<file path="src/bsm_pkg.sv">
// Package with constants and types for the boot strap mode selector.
`default_nettype none
package bsm_pkg;

    localparam int STRAP_W = 3;

    // ------------------------------------------------------------------
    // Strap codes
    // ------------------------------------------------------------------
    localparam logic [2:0] RUN_FOUR_WIRE_CODE = 3'h0;
    localparam logic [2:0] RUN_TWO_WIRE_CODE = 3'h1;
    localparam logic [2:0] PROBE_LOAD_OR_RUN_CODE = 3'h2;
    localparam logic [2:0] RESTORE_DEFAULTS_CODE = 3'h3;
    localparam logic [2:0] LOAD_OVER_SERIAL_CODE = 3'h4;

    // ------------------------------------------------------------------
    // Timing
    // ------------------------------------------------------------------
    localparam int CLK_MHZ = 125;
    localparam int RESTORE_TIME_S = 8;
    localparam longint RESTORE_CYC =
        longint'(RESTORE_TIME_S) * 1000000 * CLK_MHZ;
    localparam int BREAK_CYC = 1024;
    // The probe gives up after this many break windows without a break.
    localparam int PROBE_SPAN = 2;

    // ------------------------------------------------------------------
    // Types
    // ------------------------------------------------------------------
    typedef enum logic [1:0] {
        RST_NONE,
        RST_PARAMS,
        RST_IMAGE_PARAMS
    } bsm_restore_type;

    typedef enum logic [2:0] {
        MODE_NONE,
        MODE_UART_LOAD,
        MODE_FUNC_TWO_WIRE,
        MODE_FUNC_FOUR_WIRE,
        MODE_UART_PROBE,
        MODE_FACTORY_RESTORE
    } bsm_mode_type;

    typedef struct packed {
        logic uart_load;
        logic functional;
        logic two_wire_dbg;
        logic four_wire_dbg;
    } bsm_boot_type;

endpackage
`default_nettype wire

</file>
<file path="src/bsm_break_det.sv">
// UART break detector: receive line held low for a number of cycles.
`timescale 1ns/10ps
`default_nettype none
module bsm_break_det #(
    parameter int BREAK_CYCLES = 1024
) (
    // Clock and reset
    input wire logic clk_i,
    input wire logic rstn_i,
    // Control
    input wire logic enable_i,
    input wire logic uart_rx_i,
    // Result
    output logic break_o
);
    localparam int CW = $clog2(BREAK_CYCLES + 1);
    logic [CW-1:0] cnt_r;

    always_ff @(posedge clk_i or negedge rstn_i) begin
        if (!rstn_i) begin
            cnt_r <= '0;
            break_o <= 1'b0;
        end else if (!enable_i || uart_rx_i) begin
            cnt_r <= '0;
            break_o <= 1'b0;
        end else if (cnt_r == CW'(BREAK_CYCLES)) begin
            break_o <= 1'b1;
        end else begin
            cnt_r <= cnt_r + CW'(1);
        end
    end
endmodule
`default_nettype wire

</file>
<file path="src/bsm_boot_strap_mode_select.sv">
// Top of the boot strap mode selector: latch, decode, restore sequencing.
`timescale 1ns/10ps
`default_nettype none
// Notes on behaviour
// - Latch straps on the first clock after reset release.
// - Internal pulldowns; open straps mean four-wire functional.
// - Top strap alone: wait for serial load until the straps change.
// - Bottom strap alone: functional with two-wire debug.
// - All low: functional with four-wire debug.
// - Middle strap alone: serial break enters load mode.
// - Restore code plus reset rising edge starts restore.
// - Software command in a functional mode also starts a restore.
// - Settings: none, parameters, image and parameters.
// - Factory image sector hidden from host accesses.
// - Restore resumes after power loss until complete.
// - Restore waits about eight seconds.
module bsm_boot_strap_mode_select
    import bsm_pkg::*;
#(
    parameter longint RESTORE_CYCLES = RESTORE_CYC,
    parameter int BREAK_CYCLES = BREAK_CYC,
    parameter logic [31:0] IMAGE_SECTOR = 32'h0000_0000
) (
    // Clock and reset
    input wire logic clk_i,
    input wire logic rstn_i,
    // Board straps and pins
    input wire logic [STRAP_W-1:0] boot_strap_i,
    input wire logic radio_side_reset_pin_i,
    input wire logic uart_rx_i,
    // Software restore control
    input wire logic sw_restore_i,
    input wire bsm_pkg::bsm_restore_type restore_sel_i,
    // Non-volatile restore-pending flag, kept across power loss
    input wire logic nv_pending_i,
    output logic nv_pending_set_o,
    output logic nv_pending_clr_o,
    // Host access to serial flash store
    input wire logic host_req_i,
    input wire logic [31:0] host_sector_i,
    output logic host_grant_o,
    // Status
    output logic [STRAP_W-1:0] strap_latched_o,
    output bsm_pkg::bsm_mode_type mode_o,
    output bsm_pkg::bsm_boot_type boot_o,
    output logic strap_pulldown_en_o,
    output logic restore_busy_o,
    output logic restore_image_o,
    output logic restore_params_o,
    output logic boot_done_o
);
    import bsm_pkg::*;

    // ------------------------------------------------------------------
    // Strap latch
    // ------------------------------------------------------------------
    logic latched_r;
    logic [STRAP_W-1:0] strap_r;
    logic rst_pin_d_r;
    logic brk;
    logic rst_rise;
    logic [63:0] cnt_r;
    bsm_mode_type mode_nxt;

    assign rst_rise = radio_side_reset_pin_i && !rst_pin_d_r;

    // Pulldowns stay on until the sample is taken.
    always_ff @(posedge clk_i or negedge rstn_i) begin
        if (!rstn_i) begin
            latched_r <= 1'b0;
            strap_r <= RUN_FOUR_WIRE_CODE;
            strap_latched_o <= RUN_FOUR_WIRE_CODE;
            strap_pulldown_en_o <= 1'b1;
        end else if (!latched_r) begin
            latched_r <= 1'b1;
            strap_r <= boot_strap_i;
            strap_latched_o <= boot_strap_i;
            strap_pulldown_en_o <= 1'b0;
        end else if (mode_o == MODE_UART_LOAD &&
                     boot_strap_i != strap_r) begin
            strap_r <= boot_strap_i;
            strap_latched_o <= boot_strap_i;
        end
    end

    always_ff @(posedge clk_i or negedge rstn_i) begin
        if (!rstn_i) begin
            // The pin idles high, so no false rising edge follows reset.
            rst_pin_d_r <= 1'b1;
        end else begin
            rst_pin_d_r <= radio_side_reset_pin_i;
        end
    end

    bsm_break_det #(
        .BREAK_CYCLES(BREAK_CYCLES)
    ) u_brk (
        .clk_i(clk_i),
        .rstn_i(rstn_i),
        .enable_i(mode_o == MODE_UART_PROBE),
        .uart_rx_i(uart_rx_i),
        .break_o(brk)
    );

    // ------------------------------------------------------------------
    // Mode decode
    // ------------------------------------------------------------------
    function automatic bsm_mode_type decode(input logic [STRAP_W-1:0] s);
        case (s)
            LOAD_OVER_SERIAL_CODE: decode = MODE_UART_LOAD;
            RUN_TWO_WIRE_CODE: decode = MODE_FUNC_TWO_WIRE;
            RUN_FOUR_WIRE_CODE: decode = MODE_FUNC_FOUR_WIRE;
            PROBE_LOAD_OR_RUN_CODE: decode = MODE_UART_PROBE;
            RESTORE_DEFAULTS_CODE: decode = MODE_FACTORY_RESTORE;
            default: decode = MODE_FUNC_FOUR_WIRE;
        endcase
    endfunction

    always_comb begin
        mode_nxt = mode_o;
        case (mode_o)
            MODE_NONE: begin
                if (latched_r) begin
                    mode_nxt = nv_pending_i ? MODE_FACTORY_RESTORE
                                            : decode(strap_r);
                end
            end
            MODE_UART_LOAD: begin
                // Only a change of the straps ends the wait for a load.
                if (boot_strap_i != strap_r) begin
                    mode_nxt = decode(boot_strap_i);
                end
            end
            MODE_UART_PROBE: begin
                if (brk) begin
                    mode_nxt = MODE_UART_LOAD;
                end else if (cnt_r >=
                             64'(BREAK_CYCLES) * 64'(PROBE_SPAN)) begin
                    mode_nxt = MODE_FUNC_FOUR_WIRE;
                end
            end
            MODE_FACTORY_RESTORE: begin
                if (restore_busy_o && cnt_r >= 64'(RESTORE_CYCLES)) begin
                    mode_nxt = MODE_FUNC_FOUR_WIRE;
                end
            end
            MODE_FUNC_TWO_WIRE, MODE_FUNC_FOUR_WIRE: begin
                if (sw_restore_i && restore_sel_i != RST_NONE) begin
                    mode_nxt = MODE_FACTORY_RESTORE;
                end
            end
            default: mode_nxt = MODE_NONE;
        endcase
    end

    always_ff @(posedge clk_i or negedge rstn_i) begin
        if (!rstn_i) begin
            mode_o <= MODE_NONE;
        end else begin
            mode_o <= mode_nxt;
        end
    end

    // Shared cycle counter, restarted on each mode change.
    always_ff @(posedge clk_i or negedge rstn_i) begin
        if (!rstn_i) begin
            cnt_r <= '0;
        end else if (mode_nxt != mode_o || !restore_busy_o &&
                     mode_o == MODE_FACTORY_RESTORE) begin
            cnt_r <= '0;
        end else begin
            cnt_r <= cnt_r + 64'(1);
        end
    end

    // ------------------------------------------------------------------
    // Restore sequencing
    // ------------------------------------------------------------------
    always_ff @(posedge clk_i or negedge rstn_i) begin
        if (!rstn_i) begin
            restore_busy_o <= 1'b0;
            restore_image_o <= 1'b0;
            restore_params_o <= 1'b0;
            nv_pending_set_o <= 1'b0;
            nv_pending_clr_o <= 1'b0;
        end else begin
            nv_pending_set_o <= 1'b0;
            nv_pending_clr_o <= 1'b0;
            if (!restore_busy_o) begin
                if (mode_o == MODE_FACTORY_RESTORE && nv_pending_i) begin
                    restore_busy_o <= 1'b1;
                    restore_image_o <= 1'b1;
                    restore_params_o <= 1'b1;
                end else if (mode_o == MODE_FACTORY_RESTORE && rst_rise) begin
                    restore_busy_o <= 1'b1;
                    restore_image_o <= 1'b1;
                    restore_params_o <= 1'b1;
                    nv_pending_set_o <= 1'b1;
                end else if (mode_nxt == MODE_FACTORY_RESTORE &&
                             mode_o != MODE_NONE &&
                             mode_o != MODE_FACTORY_RESTORE) begin
                    restore_busy_o <= 1'b1;
                    restore_image_o <=
                        (restore_sel_i == RST_IMAGE_PARAMS);
                    restore_params_o <= 1'b1;
                    nv_pending_set_o <= 1'b1;
                end
            end else if (mode_nxt != MODE_FACTORY_RESTORE) begin
                restore_busy_o <= 1'b0;
                restore_image_o <= 1'b0;
                restore_params_o <= 1'b0;
                nv_pending_clr_o <= 1'b1;
            end
        end
    end

    // ------------------------------------------------------------------
    // Outputs
    // ------------------------------------------------------------------
    always_ff @(posedge clk_i or negedge rstn_i) begin
        if (!rstn_i) begin
            boot_o <= '0;
            boot_done_o <= 1'b0;
            host_grant_o <= 1'b0;
        end else begin
            boot_o.uart_load <= (mode_nxt == MODE_UART_LOAD);
            boot_o.functional <= (mode_nxt == MODE_FUNC_TWO_WIRE) ||
                                 (mode_nxt == MODE_FUNC_FOUR_WIRE);
            boot_o.two_wire_dbg <= (mode_nxt == MODE_FUNC_TWO_WIRE);
            boot_o.four_wire_dbg <= (mode_nxt == MODE_FUNC_FOUR_WIRE) ||
                                    (mode_nxt == MODE_UART_LOAD);
            boot_done_o <= boot_o.functional;
            host_grant_o <= host_req_i &&
                            host_sector_i != IMAGE_SECTOR;
        end
    end
endmodule
`default_nettype wire

</file>
<file path="config.mk">
export PLATFORM = sky130hd
export DESIGN_NAME = bsm_boot_strap_mode_select
export DESIGN_NICKNAME = d
export VERILOG_FILES = /design/src/bsm_pkg.sv /design/src/bsm_break_det.sv /design/src/bsm_boot_strap_mode_select.sv
export SDC_FILE = /design/constraint.sdc
export NUM_CORES = 1
export LEC_CHECK = 0
export ABC_AREA = 1
export BUFFER_PORTS_ARGS = -buffer_cell sky130_fd_sc_hd__buf_4
export CAP_MARGIN = 20
export CORE_UTILIZATION = 54
export DETAILED_ROUTE_END_ITERATION = 8
export HOLD_SLACK_MARGIN = 0.12
export PLACE_DENSITY_LB_ADDON = 0.05
export SETUP_SLACK_MARGIN = 0.3
export SYNTH_ARGS = -nofsm -noshare
export SYNTH_HDL_FRONTEND = slang
export SYNTH_SLANG_ARGS = --single-unit
</file>
<file path="constraint.sdc">
create_clock -name clk_i -period 2 [get_ports clk_i]
set_clock_uncertainty 0.2 [all_clocks]
set_input_delay 0.2 -clock clk_i [delete_from_list [all_inputs] [get_ports clk_i]]
set_output_delay 0.2 -clock clk_i [all_outputs]
set_load 0.005 [all_outputs]
</file>
* Yosys cells after proc, flatten, opt, wreduce, memory -nomap -nowiden
Index checks and enable logic that the tools add are counted.
Operators by class: $add $sub $neg 2, multipliers 0, div/mod/pow operators 0, magnitude comparators 2, equality and inequality tests 26, shift operators 0, mux-type cells 35, bitwise operators 0, reductions and logical operators 25
Operators by type and width (number):
- 64-bit by 1-bit adder with 64-bit output, second input constant | 1
- 64-bit by 12-bit >= comparator with 1-bit output, second input constant | 1
- 64-bit by 30-bit >= comparator with 1-bit output, second input constant | 1
- 64-bit two-way mux | 1
- 32-bit nonzero test | 1
- 3-bit two-way mux | 9
- 3-bit by 2-bit == test with 1-bit output, second input constant | 8
- 3-bit one-hot mux with 4 select lines | 2
- 11-bit two-way mux | 2
- 1-bit two-way mux | 20
- 3-bit == test, second input constant | 5
- 3-bit one-hot mux with 5 select lines | 1
- 3-bit by 1-bit == test with 1-bit output, second input constant | 4
- 11-bit by 1-bit adder with 11-bit output, second input constant | 1
- 11-bit == test, second input constant | 1
- 1-bit logical AND | 10
- 2-bit by 1-bit inequality test with 1-bit output, second input constant | 3
- 3-bit inequality test | 2
- 3-bit inequality test, second input constant | 2
- 1-bit logical OR | 4
- 2-bit nonzero test | 2
- 4-bit nonzero test | 1
- 1-bit zero test | 3
- 3-bit zero test | 1
- 4 further kinds | 4
Word-level totals: register bits 96, bits in latches 0, memory bits (writable) 0, memory bits (read-only) 0, input bits 44, output and inout port bits 18, word-level logic and storage cells 109, memories 0

* Depth between registers and ports, before layout
word-level depth 12, gate-level depth with buffers 16, mapped depth without buffers 16

* Cells and area by module
From an unflattened synthesis, not the netlist that was laid out.
Unflattened totals: cell total of the unflattened synthesis 743, area, all modules 6179.7 sq um
Modules (own cells, without submodules):
- bsm_boot_strap_mode_select | times used 1, cells an instance 650, area an instance 5475.3 sq um, sequential area each 2104.5 sq um
- bsm_break_det | times used 1, cells an instance 93, area an instance 704.4 sq um, sequential area each 300.3 sq um

* Least setup slack after synthesis
OpenSTA, ideal clock, no wires.
path type register -> register, start reg cnt_r[0], end reg cnt_r[60], setup time 0.124 ns, data arrival time 1.903 ns, data required time 1.676 ns, slack -0.227 ns, cell stages (with the launch flop) 13, buffers on the path 0, period minus slack after synthesis 2.227 ns, path through dfrtp_1 > ha_1 > nand3_2 > nor2_4 > inv_2 > nor2_2 > nand3_2 > nor3_2 > nand3_1 > nor2_1 > nand4_1 > xor2_1 > nor2_1
Between the ends: word-level cells in the longest chain between the ends 7, elaborated cells between the ends (all ways) 11, those cells by class 1 x add/sub; 2 x order compare; 1 x eq/ne; 5 x mux; 2 x reduce/logical
Ends and longest elaborated chain:
- start, declared | line bsm_boot_strap_mode_select.sv:62 | logic [63:0] cnt_r;
- start signal, assigned | line bsm_boot_strap_mode_select.sv:172 | cnt_r <= cnt_r + 64'(1);
- 64-bit by 12-bit >= comparator with 1-bit output / 64-bit by 30-bit >= comparator with 1-bit output (equally long branches) | line bsm_boot_strap_mode_select.sv:137, bsm_boot_strap_mode_select.sv:143
- 3-bit two-way mux / 1-bit logical AND (equally long branches) | line bsm_boot_strap_mode_select.sv:137, bsm_boot_strap_mode_select.sv:143
- 3-bit two-way mux, on equally long branches | line bsm_boot_strap_mode_select.sv:135, bsm_boot_strap_mode_select.sv:143
- 3-bit one-hot mux with 5 select lines | line bsm_boot_strap_mode_select.sv:121 | case (mode_o)
- 3-bit inequality test | line bsm_boot_strap_mode_select.sv:168 | end else if (mode_nxt != mode_o || !restore_busy_o &&
- 1-bit logical OR | line bsm_boot_strap_mode_select.sv:168
- 64-bit two-way mux (*) | line bsm_boot_strap_mode_select.sv:168
Every way passes the cells marked *; elsewhere a longest branch is shown, timed or not. A chain may end at the register's enable or synchronous reset.

* Final worst setup path
start reg cnt_r[22], end reg restore_params_o
Between the ends: word-level cells in the longest chain between the ends 9, elaborated cells between the ends (all ways) 14, those cells by class 2 x order compare; 3 x eq/ne; 4 x mux; 5 x reduce/logical
Ends and longest elaborated chain:
- 64-bit by 12-bit >= comparator with 1-bit output / 64-bit by 30-bit >= comparator with 1-bit output (equally long branches) | line bsm_boot_strap_mode_select.sv:137, bsm_boot_strap_mode_select.sv:143
- 3-bit two-way mux / 1-bit logical AND (equally long branches) | line bsm_boot_strap_mode_select.sv:137, bsm_boot_strap_mode_select.sv:143
- 3-bit two-way mux, on equally long branches | line bsm_boot_strap_mode_select.sv:135, bsm_boot_strap_mode_select.sv:143
- 3-bit one-hot mux with 5 select lines (*) | line bsm_boot_strap_mode_select.sv:121
- 3-bit == test | line bsm_boot_strap_mode_select.sv:199 | end else if (mode_nxt == MODE_FACTORY_RESTORE &&
- 1-bit logical AND | line bsm_boot_strap_mode_select.sv:199
- 1-bit logical AND | line bsm_boot_strap_mode_select.sv:200 | mode_o != MODE_NONE &&
- 4-bit nonzero test (no line)
- 2-bit AND reduction (no line) (*)
- end signal, assigned | line bsm_boot_strap_mode_select.sv:197 | restore_params_o <= 1'b1;
- end signal, assigned | line bsm_boot_strap_mode_select.sv:205 | restore_params_o <= 1'b1;
- end signal, assigned | line bsm_boot_strap_mode_select.sv:211 | restore_params_o <= 1'b0;
- end, declared | line bsm_boot_strap_mode_select.sv:49 | output logic restore_params_o,
Marked as above.

==> metrics <==
multi-input combinational cell area=0.00345 sq mm; CTS clk-pin slew, worst paths=0.11 ns; simple-gate share of the synthesized area=36.7%; CTS tree=yes; final number of setup-violating endpoints=79; main combinational cell family by area after synthesis=simple AND/OR/NAND/NOR gates; synth top area cells=sky130_fd_sc_hd__dfrtp_1 (41%), sky130_fd_sc_hd__nand2_1 (8.7%), sky130_fd_sc_hd__xor2_1 (7.6%), sky130_fd_sc_hd__nor2_1 (7.1%), sky130_fd_sc_hd__nor2_2 (6.6%); Cell variety after synth=33; path category of the worst min-delay check=in2async; width of the chip=105 um; gate count after technology mapping=741; most frequent CP cell=sky130_fd_sc_hd__nand2_1; Seq pwr share=32.0%; buffer depth of the longest clock path=2; global-route wire length before repair=28,000 um; Top-Level Pins=62; total number of vias=6,565; max_slew headroom=65.8%; portion of the clock cycle consumed by the worst path in the final layout=129%; area added between synthesis and finish=55.6%; share of post-route cells with drive strength above 1=46.4%; number of placement rows=37; Setup WS pre-CTS=-0.406 ns; top cells by instance count after synthesis=sky130_fd_sc_hd__nand2_1 (134), sky130_fd_sc_hd__nor2_1 (110), sky130_fd_sc_hd__dfrtp_1 (94); remaining global-route overflow=0; DRT antenna net count=0; number of nets in the layout=1,093; standard cell with the maximum stage delay on the critical path=sky130_fd_sc_hd__dfrtp_1; drt wl/cell=17.8 um; internal power component=4.15 mW; number of global-route vias before repair=6,234; H-Tree Depth=3; largest area contributor in the netlist=sky130_fd_sc_hd__dfrtp_1; net load switching power=2.83 mW; global placement routability congestion=1.03; cells along the critical path=nor2_1, nand2_1, nor2_1, nand2_1, nor2_4, nand3_2, a21oi_2, buf_4, buf_6, nand3_4, nor2_4, nand2_4, nand3_4, nand2_2, nand2_2, nand2_1; starting density of the core=55.8%; area of the core region=0.0104 sq mm; startpoint type of the worst setup path=register; static leakage=4.07 nW; Cell Count Post-Placement=1,115; residual DRC count=0; largest fanout of any net on the critical path=4; GR Util All Layers=32.1%; setup repair after global routing missed its margin=yes; largest net degree at the start of global routing=97; required time worst endpoint=2.10 ns; overall die area=0.0111 sq mm; Post-synth EDFFs=0; portion of synthesized cell area occupied by the leading cell type=40.7%; clock latency on the worst-skew pair=0.40 ns; via/cell ratio=5.54; most frequent cell after synthesis=sky130_fd_sc_hd__nand2_1; cell area after synthesis=0.00578 sq mm; leading register cell type out of synthesis=sky130_fd_sc_hd__dfrtp_1; category of the most critical setup path=reg2reg; violations in the final reports=negative setup slack; Post-Synthesis Net Count=789; switching fraction of total power=40.5%; highest clock frequency the design can meet=387 MHz; Detailed Route WL=21,100 um; Compound-Gate Fraction of Synth Area=3.81%; Fillers=580; adder and majority gate portion of the synthesized area=0.866%; max-slew violation total from the final report=0; number of sinks handled by clock tree synthesis=96; number of buffers created by CTS=9; placed wire-length estimate after detailed placement=12,400 um; post-synthesis register bit count=96; largest stage delay on the critical path=0.45 ns; XOR/XNOR Fraction of Synth Area=9.69%; antenna diode instance count=0; per-instance average area after synthesis=7.80 sq um; count of max-cap constraint violations=0; Seq/Total Area, Yosys=41.6%; number of buffer cells added on primary ports=61; CTS root buf=sky130_fd_sc_hd__clkbuf_8; placed instance area=0.00783 sq mm; number of DRC markers after the initial detailed-route iteration=557; Crit path arrival time=2.68 ns; vertical die dimension=105 um; Worst Max-Slew Pin Slew=0.508 ns; result of the run=complete, but fails checks; final worst slack=-0.582 ns; final critical-path required period=2.58 ns; clock network power share=19.1%; fraction of synthesized area in multiplexers=0%; async set-or-reset flop fraction in the synthesized netlist=100%; number of iterations in the first detailed-routing pass=6; relative contribution of combinational cells to total power=48.8%; Finished Cell Area=0.00900 sq mm; Yosys warning count=0; initial antenna violation count=0; type of element capturing the critical path=register; power density normalized to cell area=776 mW/mm^2; area occupied by registers=0.00241 sq mm; worst vdd rail ir drop=0.823 mV; Finished Layout Cells=1,186; number of failing hold endpoints at the final stage=0
[power groups by stage]
stage               sequential, mW  clock (mW)  combinational [mW]
floorplan                     2.25           0                1.53
global placement              2.23           0                2.40
detailed placement            2.24           0                2.50
CTS                           2.21        1.32                2.94
global route                  2.24        1.40                3.61
finish                        2.23        1.33                3.41
[metal layers]
layer | vias to the layer above | routed length [um] | global-route usage, % | share of wire [%]
li1 | 2983 | - | - | -
met1 | 3088 | 7640 | 37.2 | 36
met2 | 356 | 10500 | 57.6 | 50
met3 | 138 | 1480 | 4.64 | 7.0
met4 | 0 | 1430 | 16.5 | 6.8
met5 | - | 0 | 0 | 0
[what timing repair did]
item / in CTS / in global routing
setup endpoints to repair: 84 / 90
cloned: 0 / 0
pin swaps: 13 / 44
endpoints found under the hold margin: 115 / 0
setup buffers: 18 / 26
gates resized for setup: 54 / 105
hold buffers: 11 / 0
[registers in the layout (all words and copies together), names as in the netlist, 3 cells and up]
signal,flops
mode_o,3
cnt_r,64
strap_r,3
boot_o,4
u_brk.cnt_r,11
[kinds of logic after synthesis]
logic type / count (synthesis)
other: 1
XOR/XNOR: 64
adder cells (fa/ha/maj): 4
AO/OA/AOI/OAI: 39
flip-flops: 96
AND/OR/NAND/NOR: 439
buffers and inverters: 98
[worst max-delay path: cells and delay by family (launching register included)]
kind	cells	cell delay, ns
DFF	1	0.45
AOI/OAI and AO/OA	1	0.20
buffers and inverters	2	0.25
and+or+nand+nor	13	1.41
[stage by stage]
step                power [mW]  setup TNS (ns)  util (%)  hold WS [ns]
global route              7.25          -46.37      86.8         0.224
global placement          4.64          -14.80      75.5        0.0879
finish                    6.98          -37.07      86.8         0.195
CTS                       6.47          -20.56      81.4         0.210
detailed placement        4.74          -23.07      75.5        0.0928
floorplan                 3.77           -8.24         -        -0.296
[layout by cell type (no fill, tap or decap), types with 9 or more instances in the layout]
cell and instances:
sky130_fd_sc_hd__inv_2 12, sky130_fd_sc_hd__nor2_4 21, sky130_fd_sc_hd__dfrtp_1 92, sky130_fd_sc_hd__nand3_1 28, sky130_fd_sc_hd__nor2_1 86, sky130_fd_sc_hd__clkbuf_8 9
sky130_fd_sc_hd__buf_6 24, sky130_fd_sc_hd__xor2_1 48, sky130_fd_sc_hd__nor4_1 15, sky130_fd_sc_hd__nor3_1 26, sky130_fd_sc_hd__dlygate4sd3_1 11, sky130_fd_sc_hd__nand2_2 18
sky130_fd_sc_hd__xnor2_1 13, sky130_fd_sc_hd__nand4_1 25, sky130_fd_sc_hd__buf_4 261, sky130_fd_sc_hd__a21oi_2 10, sky130_fd_sc_hd__nor2_2 71, sky130_fd_sc_hd__inv_1 75
sky130_fd_sc_hd__nand2_1 114
[final cells by class]
class                           instances  area share, %
Sequential cell                        96           26.8
Multi-Input combinational cell        547           38.3
Inverter                               91           4.02
Clock buffer                           10           1.42
Timing Repair Buffer                  300           26.8
Tap cell                              136           1.89
Clock inverter                          6          0.765
[path summary, 6_finish.rpt]
path | start | to | slack, ns | depth (start not counted)
max | cnt_r[22]$_DFF_PN0_ | restore_params_o$_DFFE_PN0P_ | -0.58 | 16
min | rstn_i | boot_o[3]$_DFF_PN0_ | 0.20 | 3
max reg2reg | cnt_r[22]$_DFF_PN0_ | restore_params_o$_DFFE_PN0P_ | -0.58 | 16
min reg2reg | boot_o[2]$_DFF_PN0_ | boot_done_o$_DFF_PN0_ | 0.22 | 0
min in group clk_i | boot_strap_i[0] | strap_r[2]$_DFFE_PN0P_ | 0.20 | 6
max in group asynchronous | rstn_i | cnt_r[16]$_DFF_PN0_ | 0.98 | 3
Power figures use the tool's default switching activity.
